## config.mk

```make
export PLATFORM = sky130hd
export DESIGN_NAME = serial_flash_status_register
export DESIGN_NICKNAME = d
export VERILOG_FILES = /design/src/common/flash_status_pkg.sv /design/src/common/spi_frame_if.sv /design/src/core/serial_flash_status_register.sv /design/src/core/spi_pin_sampler.sv
export VERILOG_INCLUDE_DIRS = /design/src /design/src/common
export SDC_FILE = /design/constraint.sdc
export NUM_CORES = 1
export LEC_CHECK = 0
export BUFFER_PORTS_ARGS = -buffer_cell sky130_fd_sc_hd__buf_2
export CAP_MARGIN = 20
export CORE_ASPECT_RATIO = 0.6
export CORE_MARGIN = 2
export CORE_UTILIZATION = 51
export DETAILED_ROUTE_END_ITERATION = 7
export GPL_TIMING_DRIVEN = 0
export HOLD_SLACK_MARGIN = 0.12
export PLACE_DENSITY_LB_ADDON = 0.08
export SYNTH_ARGS = -nofsm -noshare
export SYNTH_HDL_FRONTEND = slang
export SYNTH_HIERARCHICAL = 1
export SYNTH_SLANG_ARGS = --single-unit
```

## constraint.sdc

```tcl
create_clock -name core_clk -period 1.6 [get_ports core_clk]
set_clock_uncertainty 0.2 [all_clocks]
set_input_delay 0.32 -clock core_clk [delete_from_list [all_inputs] [get_ports core_clk]]
set_output_delay 0.32 -clock core_clk [all_outputs]
set_load 0.03 [all_outputs]
```

## src/common/flash_status_regs.svh

```systemverilog
// Constants of the serial flash status block: opcodes, status bit positions, reset values.
// Assumes inclusion by bare name from the design files.
//
// Functional notes
// Fail flag refreshed after each program or erase; one on bad byte, zero on success.
// Aborted operations never set the fail flag.
// Guard pin level readable as a status bit.
// Software protection summary reports none, some or all sectors protected.
// Guarded commands are rejected while the write latch is clear.
// Write latch is zero after power-up and after a reset operation.
// Write latch clears when guarded operations complete or abort, or hold aborts; a write enable in the same cycle sets it instead.
// Incomplete or unknown opcode leaves the write latch untouched.
// Reset command allow is zero at power-up; reset command ignored unless set.
// Reset command allow changes only by status byte two write or power cycle.
// Lockdown allow is zero at power-up; lockdown commands ignored unless set.
// Lockdown allow is never cleared as a side effect of other operations.
// After freeze lockdown, lockdown allow is forced to zero for good.
// Program and erase halted flags report suspended sectors.
// Busy flag is one during internal program or erase; host polls it.
// Host sets the write latch with write enable before a status write.
// Status byte one write is opcode 01h plus one data byte; extra bytes ignored.
// Data bit 7 is the new lock, bits 5 to 2 the global code.
// Chip select release after a valid write updates the lock and clears the latch.
// Global protect decision uses bits 5 to 2 and the lock held before.
// Release off a byte boundary aborts: lock kept, no global action, latch cleared.
// With guard pin asserted the lock may only be set; clearing is ignored.
// Protection summary codes: 00 none, 01 some, 11 all, 10 reserved.
// Guard pin state sits at bit 4 of byte one; zero when asserted.
// Reset allow at bit 4, lockdown allow at bit 3 of byte two.
// Lock is zero at power-up and untouched by the reset command.
`ifndef FLASH_STATUS_REGS_SVH
`define FLASH_STATUS_REGS_SVH

`define OP_WRITE_STATUS_LOW 8'h01
`define OP_WRITE_STATUS_HIGH 8'h31
`define OP_READ_STATUS 8'h05
`define OP_WRITE_ENABLE 8'h06
`define OP_WRITE_DISABLE 8'h04
`define OP_SOFT_RESET 8'hF0
`define SOFT_RESET_CONFIRM 8'hD0

`define LOW_LOCK_BIT 7
`define LOW_FAIL_BIT 5
`define LOW_GUARD_BIT 4
`define LOW_SOFT_HI 3
`define LOW_SOFT_LO 2
`define LOW_LATCH_BIT 1
`define BUSY_BIT 0
`define HIGH_RESET_ALLOW_BIT 4
`define HIGH_LOCKDOWN_BIT 3
`define HIGH_PROG_HALT_BIT 2
`define HIGH_ERASE_HALT_BIT 1
`define CODE_HI 5
`define CODE_LO 2

`define SOFT_NONE 2'h0
`define SOFT_SOME 2'h1
`define SOFT_ALL 2'h3

`define RESET_LOCK 1'h0
`define RESET_LATCH 1'h0
`define RESET_RESET_ALLOW 1'h0
`define RESET_LOCKDOWN 1'h0
`define RESET_FAIL 1'h0

`endif

```

## src/common/flash_status_pkg.sv

```systemverilog
// Types shared by the serial flash status block.
// Assumes the constants header is compiled alongside.
package flash_status_pkg;

    typedef enum logic [1:0] {
        FRAME_IDLE,
        FRAME_CMD,
        FRAME_READ
    } frame_state_t;

endpackage

```

## src/common/spi_frame_if.sv

```systemverilog
// Byte level view of one serial frame, passed from the pin sampler to the status logic.
// Assumes both ends run on core_clk.
`timescale 1ns/1ns
`default_nettype none
interface spi_frame_if;
    logic cs_active;
    logic frame_end;
    logic sck_fall;
    logic byte_valid;
    logic [7:0] byte_data;
    logic [1:0] byte_count;
    logic bit_aligned;

    modport producer (
        output cs_active, frame_end, sck_fall, byte_valid, byte_data, byte_count, bit_aligned
    );
    modport consumer (
        input cs_active, frame_end, sck_fall, byte_valid, byte_data, byte_count, bit_aligned
    );
endinterface
`default_nettype wire

```

## src/core/serial_flash_status_register.sv

```systemverilog
// Status bytes and write-enable logic of a serial flash, with the status writes.
// Assumes an array engine on core_clk that runs program, erase and lockdown operations.
`timescale 1ns/1ns
`default_nettype none
`include "flash_status_regs.svh"
module serial_flash_status_register (
    // Clock and reset.
    input wire logic core_clk,
    input wire logic rst,
    // Serial pins.
    input wire logic cs_n_pin,
    input wire logic sck_pin,
    input wire logic si_pin,
    output logic so_pin,
    output logic so_oe,
    // Write guard pin, active low.
    input wire logic write_guard_n_pin,
    // Array engine state.
    input wire logic busy_in,
    input wire logic program_suspended,
    input wire logic erase_suspended,
    input wire logic all_sectors_protected,
    input wire logic some_sectors_protected,
    // Array engine events.
    input wire logic op_checked,
    input wire logic op_failed,
    input wire logic guarded_op_end,
    input wire logic hold_abort,
    input wire logic freeze_done,
    // Status fields.
    output logic [7:0] flash_status_low,
    output logic [7:0] flash_status_high,
    output logic write_latch,
    output logic protect_regs_lock,
    output logic reset_cmd_allow,
    output logic lockdown_allow,
    output logic program_erase_fail,
    // Requests to the array engine.
    output logic global_op_req,
    output logic [3:0] global_op_code,
    output logic global_prior_lock,
    output logic soft_reset_req
);
    ////////////////////////////////////////////////////////////////////////////////
    // Pin sampling.

    spi_frame_if link ();

    spi_pin_sampler sampler (
        .core_clk(core_clk),
        .rst(rst),
        .cs_n_pin(cs_n_pin),
        .sck_pin(sck_pin),
        .si_pin(si_pin),
        .link(link)
    );

    logic guard_s1, guard_s2;

    always_ff @(posedge core_clk) begin
        if (rst) begin
            guard_s1 <= 1'h1;
            guard_s2 <= 1'h1;
        end else begin
            guard_s1 <= write_guard_n_pin;
            guard_s2 <= guard_s1;
        end
    end

    ////////////////////////////////////////////////////////////////////////////////
    // Frame tracking.

    flash_status_pkg::frame_state_t state_reg, state_next;
    logic [7:0] cmd_reg, cmd_next;
    logic [7:0] data_reg, data_next;

    wire first_byte = link.byte_valid && link.byte_count == 2'h1;
    wire second_byte = link.byte_valid && link.byte_count == 2'h2;
    wire is_read = link.byte_data == `OP_READ_STATUS;

    always_comb begin
        state_next = state_reg;
        if (link.frame_end || !link.cs_active) begin
            state_next = flash_status_pkg::FRAME_IDLE;
        end else if (first_byte) begin
            state_next = is_read ? flash_status_pkg::FRAME_READ : flash_status_pkg::FRAME_CMD;
        end
        case (state_reg)
            flash_status_pkg::FRAME_IDLE: cmd_next = first_byte ? link.byte_data : cmd_reg;
            flash_status_pkg::FRAME_CMD: cmd_next = cmd_reg;
            flash_status_pkg::FRAME_READ: cmd_next = cmd_reg;
            default: cmd_next = cmd_reg;
        endcase
    end

    // Only the first data byte is kept; later bytes fall away.
    assign data_next = second_byte ? link.byte_data : data_reg;

    always_ff @(posedge core_clk) begin
        if (rst) begin
            state_reg <= flash_status_pkg::FRAME_IDLE;
            cmd_reg <= 8'h00;
            data_reg <= 8'h00;
        end else begin
            state_reg <= state_next;
            cmd_reg <= cmd_next;
            data_reg <= data_next;
        end
    end

    ////////////////////////////////////////////////////////////////////////////////
    // End of frame decode.

    function automatic logic cmd_is(input logic [7:0] cmd, input logic [7:0] op);
        cmd_is = (cmd == op);
    endfunction

    logic latch_reg, latch_next;
    logic lock_reg, lock_next;
    logic rst_allow_reg, rst_allow_next;
    logic lockdown_reg, lockdown_next;
    logic frozen_reg, frozen_next;
    logic fail_reg, fail_next;

    // A full opcode has arrived before release; shorter frames change nothing.
    wire end_evt = link.frame_end && state_reg == flash_status_pkg::FRAME_CMD;
    wire has_data = link.byte_count >= 2'h2;
    wire write_ok = has_data && link.bit_aligned;
    wire guard_on = !guard_s2;
    wire new_lock = data_reg[`LOW_LOCK_BIT];

    wire ws_low = end_evt && cmd_is(cmd_reg, `OP_WRITE_STATUS_LOW);
    wire ws_high = end_evt && cmd_is(cmd_reg, `OP_WRITE_STATUS_HIGH);
    // Status writes need the latch set beforehand.
    wire ws_low_taken = ws_low && latch_reg;
    wire ws_high_taken = ws_high && latch_reg;
    // Misaligned release or a clearing attempt under the guard pin drops the write.
    wire ws_low_apply = ws_low_taken && write_ok && !(guard_on && !new_lock); // see R21
    wire ws_high_apply = ws_high_taken && write_ok;
    wire wr_enable = end_evt && cmd_is(cmd_reg, `OP_WRITE_ENABLE) && link.bit_aligned;
    wire wr_disable = end_evt && cmd_is(cmd_reg, `OP_WRITE_DISABLE) && link.bit_aligned;
    // The reset command runs only when allowed and confirmed.
    wire reset_evt = end_evt && cmd_is(cmd_reg, `OP_SOFT_RESET) && write_ok &&
                     data_reg == `SOFT_RESET_CONFIRM && rst_allow_reg;

    ////////////////////////////////////////////////////////////////////////////////
    // Status bits.

    // Write enable sets the latch; otherwise it clears on write disable, a status write, any end of a guarded operation, a hold abort or reset.
    wire latch_clear = wr_disable || ws_low_taken || ws_high_taken || guarded_op_end ||
                       hold_abort || reset_evt; // see R6
    assign latch_next = wr_enable ? 1'h1 : (latch_clear ? 1'h0 : latch_reg);

    // Lock follows data bit 7 only on an applied byte one write.
    assign lock_next = ws_low_apply ? new_lock : lock_reg;

    // Only the byte two write moves these, except that freeze clears lockdown allow; reset leaves them alone.
    assign rst_allow_next = ws_high_apply ? data_reg[`HIGH_RESET_ALLOW_BIT] : rst_allow_reg;
    assign frozen_next = frozen_reg || freeze_done;
    // Once frozen, lockdown allow stays zero.
    assign lockdown_next = frozen_next ? 1'h0 :
                           (ws_high_apply ? data_reg[`HIGH_LOCKDOWN_BIT] : lockdown_reg);

    // Only checked completions refresh the fail flag; aborts never reach it.
    assign fail_next = op_checked ? op_failed : fail_reg;

    always_ff @(posedge core_clk) begin
        if (rst) begin
            latch_reg <= `RESET_LATCH;
            lock_reg <= `RESET_LOCK;
            rst_allow_reg <= `RESET_RESET_ALLOW;
            lockdown_reg <= `RESET_LOCKDOWN;
            frozen_reg <= 1'h0;
            fail_reg <= `RESET_FAIL;
        end else begin
            latch_reg <= latch_next;
            lock_reg <= lock_next;
            rst_allow_reg <= rst_allow_next;
            lockdown_reg <= lockdown_next;
            frozen_reg <= frozen_next;
            fail_reg <= fail_next;
        end
    end

    ////////////////////////////////////////////////////////////////////////////////
    // Status byte assembly.

    logic [1:0] soft_guard_state;
    logic [7:0] low_now, high_now;

    // Summary of sector protection; code 10 is never produced.
    assign soft_guard_state = all_sectors_protected ? `SOFT_ALL :
                              (some_sectors_protected ? `SOFT_SOME : `SOFT_NONE);

    always_comb begin
        low_now = 8'h00;
        low_now[`LOW_LOCK_BIT] = lock_reg;
        low_now[`LOW_FAIL_BIT] = fail_reg;
        low_now[`LOW_GUARD_BIT] = guard_s2; // see R3
        low_now[`LOW_SOFT_HI:`LOW_SOFT_LO] = soft_guard_state;
        low_now[`LOW_LATCH_BIT] = latch_reg;
        low_now[`BUSY_BIT] = busy_in;
        high_now = 8'h00;
        high_now[`HIGH_RESET_ALLOW_BIT] = rst_allow_reg;
        high_now[`HIGH_LOCKDOWN_BIT] = lockdown_reg;
        high_now[`HIGH_PROG_HALT_BIT] = program_suspended;
        high_now[`HIGH_ERASE_HALT_BIT] = erase_suspended;
        high_now[`BUSY_BIT] = busy_in;
    end

    ////////////////////////////////////////////////////////////////////////////////
    // Status read shifter.

    logic [2:0] out_bit_reg;
    logic [6:0] out_shift_reg;
    logic out_sel_reg;
    logic so_reg, so_oe_reg;
    wire reading = state_reg == flash_status_pkg::FRAME_READ && link.cs_active;
    wire [7:0] fresh_byte = out_sel_reg ? high_now : low_now;

    // Each byte is sampled afresh on its first falling edge so polling sees busy drop.
    always_ff @(posedge core_clk) begin
        if (rst || !reading) begin
            out_bit_reg <= 3'h0;
            out_shift_reg <= 7'h00;
            out_sel_reg <= 1'h0;
            so_reg <= 1'h0;
            so_oe_reg <= 1'h0;
        end else begin
            so_oe_reg <= 1'h1;
            if (link.sck_fall) begin
                out_bit_reg <= out_bit_reg + 3'h1;
                if (out_bit_reg == 3'h0) begin
                    so_reg <= fresh_byte[7];
                    out_shift_reg <= fresh_byte[6:0];
                end else begin
                    so_reg <= out_shift_reg[6];
                    out_shift_reg <= {out_shift_reg[5:0], 1'h0};
                end
                if (out_bit_reg == 3'h7) begin
                    out_sel_reg <= !out_sel_reg;
                end
            end
        end
    end

    ////////////////////////////////////////////////////////////////////////////////
    // Outputs.

    always_ff @(posedge core_clk) begin
        if (rst) begin
            flash_status_low <= 8'h00;
            flash_status_high <= 8'h00;
            global_op_req <= 1'h0;
            global_op_code <= 4'h0;
            global_prior_lock <= 1'h0;
            soft_reset_req <= 1'h0;
        end else begin
            flash_status_low <= low_now;
            flash_status_high <= high_now;
            // Global action offered with the lock held before this write.
            global_op_req <= ws_low_apply;
            if (ws_low_apply) begin
                global_op_code <= data_reg[`CODE_HI:`CODE_LO];
                global_prior_lock <= lock_reg;
            end
            soft_reset_req <= reset_evt;
        end
    end

    assign so_pin = so_reg;
    assign so_oe = so_oe_reg;
    assign write_latch = latch_reg;
    assign protect_regs_lock = lock_reg;
    assign reset_cmd_allow = rst_allow_reg;
    assign lockdown_allow = lockdown_reg;
    assign program_erase_fail = fail_reg;
endmodule
`default_nettype wire

```

## src/core/spi_pin_sampler.sv

```systemverilog
// Samples the serial pins on core_clk and assembles bytes of a frame.
// Assumes mode 0 or 3 framing and a serial clock well below core_clk.
`timescale 1ns/1ns
`default_nettype none
module spi_pin_sampler (
    // Clock and reset.
    input wire logic core_clk,
    input wire logic rst,
    // Serial pins.
    input wire logic cs_n_pin,
    input wire logic sck_pin,
    input wire logic si_pin,
    // Byte stream.
    spi_frame_if.producer link
);
    logic cs_s1, cs_s2, cs_prev;
    logic sck_s1, sck_s2, sck_prev;
    logic si_s1, si_s2;
    logic [2:0] bit_reg;
    logic [6:0] shift_reg;
    logic [1:0] count_reg;
    logic valid_reg;
    logic [7:0] data_reg;
    wire sck_rise = sck_s2 && !sck_prev && !cs_s2;

    always_ff @(posedge core_clk) begin
        if (rst) begin
            {cs_s1, cs_s2, cs_prev} <= 3'h7;
            {sck_s1, sck_s2, sck_prev} <= 3'h0;
            {si_s1, si_s2} <= 2'h0;
        end else begin
            cs_s1 <= cs_n_pin;
            cs_s2 <= cs_s1;
            cs_prev <= cs_s2;
            sck_s1 <= sck_pin;
            sck_s2 <= sck_s1;
            sck_prev <= sck_s2;
            si_s1 <= si_pin;
            si_s2 <= si_s1;
        end
    end

    always_ff @(posedge core_clk) begin
        if (rst || cs_s2) begin
            bit_reg <= 3'h0;
            count_reg <= 2'h0;
            shift_reg <= 7'h00;
            valid_reg <= 1'h0;
            data_reg <= 8'h00;
        end else begin
            valid_reg <= 1'h0;
            if (sck_rise) begin
                bit_reg <= bit_reg + 3'h1;
                shift_reg <= {shift_reg[5:0], si_s2};
                if (bit_reg == 3'h7) begin
                    valid_reg <= 1'h1;
                    data_reg <= {shift_reg, si_s2};
                    if (count_reg != 2'h3) begin
                        count_reg <= count_reg + 2'h1;
                    end
                end
            end
        end
    end

    assign link.cs_active = !cs_s2;
    assign link.frame_end = cs_s2 && !cs_prev;
    assign link.sck_fall = !sck_s2 && sck_prev && !cs_s2;
    assign link.byte_valid = valid_reg;
    assign link.byte_data = data_reg;
    assign link.byte_count = count_reg;
    assign link.bit_aligned = (bit_reg == 3'h0);
endmodule
`default_nettype wire

```

==> flow_results.xml <==
<?xml version="1.0" encoding="UTF-8"?>
<metrics>
  <group name="run_status">
    <metric name="outcome" unit="">finished with violations</metric>
    <metric name="violations" unit="">setup timing</metric>
  </group>
  <group name="setup_path">
    <metric name="critical_path.max_fanout" unit="">6</metric>
    <metric name="crit_arrival" unit="ns">1.71</metric>
    <metric name="endpoint_kind" unit="">register</metric>
    <metric name="critPathRequiredTime" unit="ns">1.62</metric>
    <metric name="setup.worst_path.start_class" unit="">register</metric>
    <metric name="worstSetupPathType" unit="">reg2reg</metric>
  </group>
  <group name="clock_tree">
    <metric name="ctsLongestPathBuffers" unit="">2</metric>
    <metric name="clock_transition_time_at_the_flip_flop_clock_pins_of_the_worst_setup_and_hold_paths" unit="ns">0.07</metric>
    <metric name="clock_network_latency_to_the_later_pin_of_the_worst_skew_pair" unit="ns">0.36</metric>
    <metric name="clock_sinks" unit="">86</metric>
    <metric name="numCtsBuffers" unit="">9</metric>
    <metric name="clock_tree.htree_level_count" unit="">3</metric>
    <metric name="tritoncts" unit="">built</metric>
    <metric name="clk_root_buffer_cell" unit="">clkbuf_8</metric>
  </group>
  <group name="sta">
    <metric name="finalCritPeriodShare" unit="%">105.5</metric>
    <metric name="slew-limit-headroom" unit="%">65.40</metric>
    <metric name="grt_setup_unrepaired" unit="">yes</metric>
    <metric name="max_freq" unit="MHz">592.4</metric>
    <metric name="setup_total_negative_slack" unit="ns">-0.5742</metric>
    <metric name="min_period" unit="ns">1.688</metric>
    <metric name="finalHoldViolations" unit="">0</metric>
    <metric name="pins_over_slew_limit" unit="">0</metric>
    <metric name="finalWorstSetupSlack" unit="ns">-0.08817</metric>
    <metric name="max_slew.worst_pin.slew" unit="ns">0.5190</metric>
    <metric name="setup_viol" unit="">10</metric>
  </group>
  <group name="flow_run">
    <metric name="max-cap-violations" unit="">0</metric>
  </group>
  <group name="cells_and_area">
    <metric name="layout.nets" unit="">456</metric>
    <metric name="diodes" unit="">0</metric>
    <metric name="mostFrequentLayoutCells" unit="">dfxtp_1 (79), buf_2 (46), nand2_1 (42)</metric>
    <metric name="finalInstanceArea" unit="mm²">0.004187</metric>
    <metric name="layout-drive-gt1-share" unit="%">24.03</metric>
    <metric name="synth_to_layout_area_growth" unit="%">24.39</metric>
    <metric name="layout_commonest_cell" unit="">dfxtp_1</metric>
    <metric name="fillers" unit="">523</metric>
  </group>
  <group name="grt">
    <metric name="grt_pass1_vias" unit="">2494</metric>
    <metric name="overflow_left_after_global_routing" unit="">0</metric>
    <metric name="grt_first_pass_wirelength" unit="µm">12050</metric>
    <metric name="gr-usage-all-layers" unit="%">22.26</metric>
    <metric name="grt_start_max_net_pins" unit="">13</metric>
    <metric name="antenna_found_initial" unit="">0</metric>
  </group>
  <group name="synth">
    <metric name="fraction_of_synthesized_cell_area_taken_by_the_top_area_cell_type" unit="%">51.15</metric>
    <metric name="syn-mean-instance-area" unit="µm²">9.375</metric>
    <metric name="ys.warnings.count" unit="">6</metric>
    <metric name="post_synth_edffs" unit="">0</metric>
    <metric name="yosysSeqAreaShare" unit="%">51.15</metric>
    <metric name="synthFlopType" unit="">dfxtp_1</metric>
    <metric name="ys_ff_latch" unit="">86</metric>
    <metric name="dominant_cell_type_by_area_after_synthesis" unit="">dfxtp_1</metric>
    <metric name="syn_area" unit="mm²">0.003366</metric>
    <metric name="synth_cell_types" unit="">39</metric>
    <metric name="yosys-top-cells-area" unit="">dfxtp_1 (51%), mux2i_1 (7.4%), nand2_1 (4.7%)</metric>
    <metric name="postSynth.asyncResetShare" unit="%">0</metric>
    <metric name="synthCells" unit="">359</metric>
  </group>
  <group name="detailed_routing">
    <metric name="dr.pass1.iters" unit="">4</metric>
    <metric name="wl" unit="µm">7402</metric>
    <metric name="detail_route.iter0.violations" unit="">105</metric>
    <metric name="ant_nets" unit="">0</metric>
    <metric name="routed_wire_length_per_instance" unit="µm">14.21</metric>
    <metric name="detail_route.vias_per_cell" unit="">5.173</metric>
    <metric name="drcViolationCount" unit="">0</metric>
    <metric name="num_vias" unit="">2695</metric>
  </group>
  <group name="floorplan">
    <metric name="dieHeight" unit="µm">66.93</metric>
    <metric name="floorplan.io_pins" unit="">46</metric>
    <metric name="fp.dieArea" unit="mm²">0.007286</metric>
    <metric name="fp-row-count" unit="">22</metric>
    <metric name="initial_utilization" unit="%">53.86</metric>
    <metric name="dieWidth" unit="µm">108.9</metric>
    <metric name="core_area" unit="mm²">0.006248</metric>
  </group>
  <group name="placement">
    <metric name="placedInstanceArea" unit="mm²">0.003687</metric>
    <metric name="gp_congestion" unit="">0.7819</metric>
    <metric name="dpl.hpwl" unit="µm">5093</metric>
    <metric name="io_buffers" unit="">41</metric>
  </group>
  <group name="min_path">
    <metric name="timing.hold.worst.class" unit="">reg2reg</metric>
  </group>
  <group name="power">
    <metric name="irDropWorstVdd" unit="V">0.0005686</metric>
    <metric name="total_leakage_power" unit="µW">0.001735</metric>
    <metric name="power.density_cell_area" unit="mW/mm²">913.6</metric>
  </group>
</metrics>
timing repair:
| action | in CTS | in global routing |
|---|---|---|
| hold buffers | 14 | 0 |
| hold endpoints to repair | 14 | 0 |
| resized for setup | 27 | 22 |
| setup endpoints to repair | 40 | 41 |
| pin swaps | 8 | 2 |
| setup buffers | 4 | 1 |
metrics by stage:
stage | hold slack (ns) | utilization, % | setup slack, ns | std cells | power [µW]
floorplan | 0.1895 | - | 0.007950 | 362 | 2323
global placement | 0.1937 | 59.01 | -0.2685 | 487 | 2373
detailed placement | 0.2045 | 59.01 | -0.2810 | 487 | 2374
CTS | 0.2271 | 66.06 | -0.09380 | 520 | 3845
global route | 0.2440 | 67.00 | -0.1857 | 521 | 3959
finish | 0.2248 | 67.00 | -0.08817 | 521 | 3825
layer usage:
metal  share of wire [%]  vias to the layer above  global-route usage (%)  wire [µm]
met5                   0                        -                       0          0
met2                  40                       62                   31.37       2989
met1                  52                     1261                   31.73       3860
met3                 5.7                       12                   6.947        422
met4                 1.7                        0                   7.853        129
li1                    -                     1360                       -          -
where the power goes:
| part | switching (µW) | internal (µW) | leakage [µW] |
|---|---|---|---|
| combinational | 104 | 81.2 | 0.000944 |
| sequential | 13.0 | 2160 | 0.000700 |
| clock | 707 | 760 | 0.0000908 |
layout make-up:
| class | instances | area (µm²) | share of cell area [%] |
|---|---|---|---|
| sequential | 86 | 1735 | 41.45 |
| multi-input combinational | 245 | 1598 | 38.16 |
| timing repair buffer | 60 | 382.9 | 9.145 |
| buffer | 25 | 155.1 | 3.706 |
| clock buffer | 14 | 152.6 | 3.646 |
| tap | 84 | 105.1 | 2.510 |
| clock inverter | 1 | 30.03 | 0.7173 |
| inverter | 6 | 27.53 | 0.6575 |
critical path, stage by stage, from the launching register on:
cell      delay [ns]
dfxtp_4         0.39
inv_6           0.05
nor2_4          0.12
and4bb_4        0.30
nand3b_1        0.22
o21ai_1         0.20
a21oi_1         0.08
kinds of logic (layout without fill, tap and decap cells):
family	after synthesis	in the layout	synth area share (%)
adder cells (fa/ha/maj)	7	7	2.602
AO/OA/AOI/OAI	50	50	8.365
flip-flops	86	86	51.15
multiplexers	25	25	7.435
other	1	4	0.1114
XOR/XNOR	4	4	1.041
AND/OR/NAND/NOR	155	155	24.68
buffers and inverters	31	106	4.610
cells in the mapped netlist, types with 3 or more instances:
master	instances
dfxtp_1	86
nand2_1	42
nor2_1	37
a21oi_1	30
mux2i_1	25
nor2b_1	18
nand3_1	14
clkbuf_1	10
o21ai_0	10
buf_4	8
buf_2	7
ha_1	7
nand2b_1	7
inv_1	6
nand3b_1	6
nor3b_1	4
o211ai_1	4
or2_2	4
and4bb_2	3
nand4bb_1	3
nor4_1	3
xnor2_1	3
final timing paths:
| path | start | endpoint | slack, ns | cells past startpoint |
|---|---|---|---|---|
| hold / removal | guard_s1$_SDFF_PP1_ | guard_s2$_SDFF_PP1_ | 0.22 | 1 |
| setup / recovery | sampler/cs_s2$_SDFF_PP1_ | global_op_code[0]$_SDFFE_PP0P_ | -0.09 | 6 |
| hold reg to reg | guard_s1$_SDFF_PP1_ | guard_s2$_SDFF_PP1_ | 0.22 | 1 |
| setup reg to reg | sampler/cs_s2$_SDFF_PP1_ | global_op_code[0]$_SDFFE_PP0P_ | -0.09 | 6 |
Note: power is estimated with default switching activity, not from simulation.
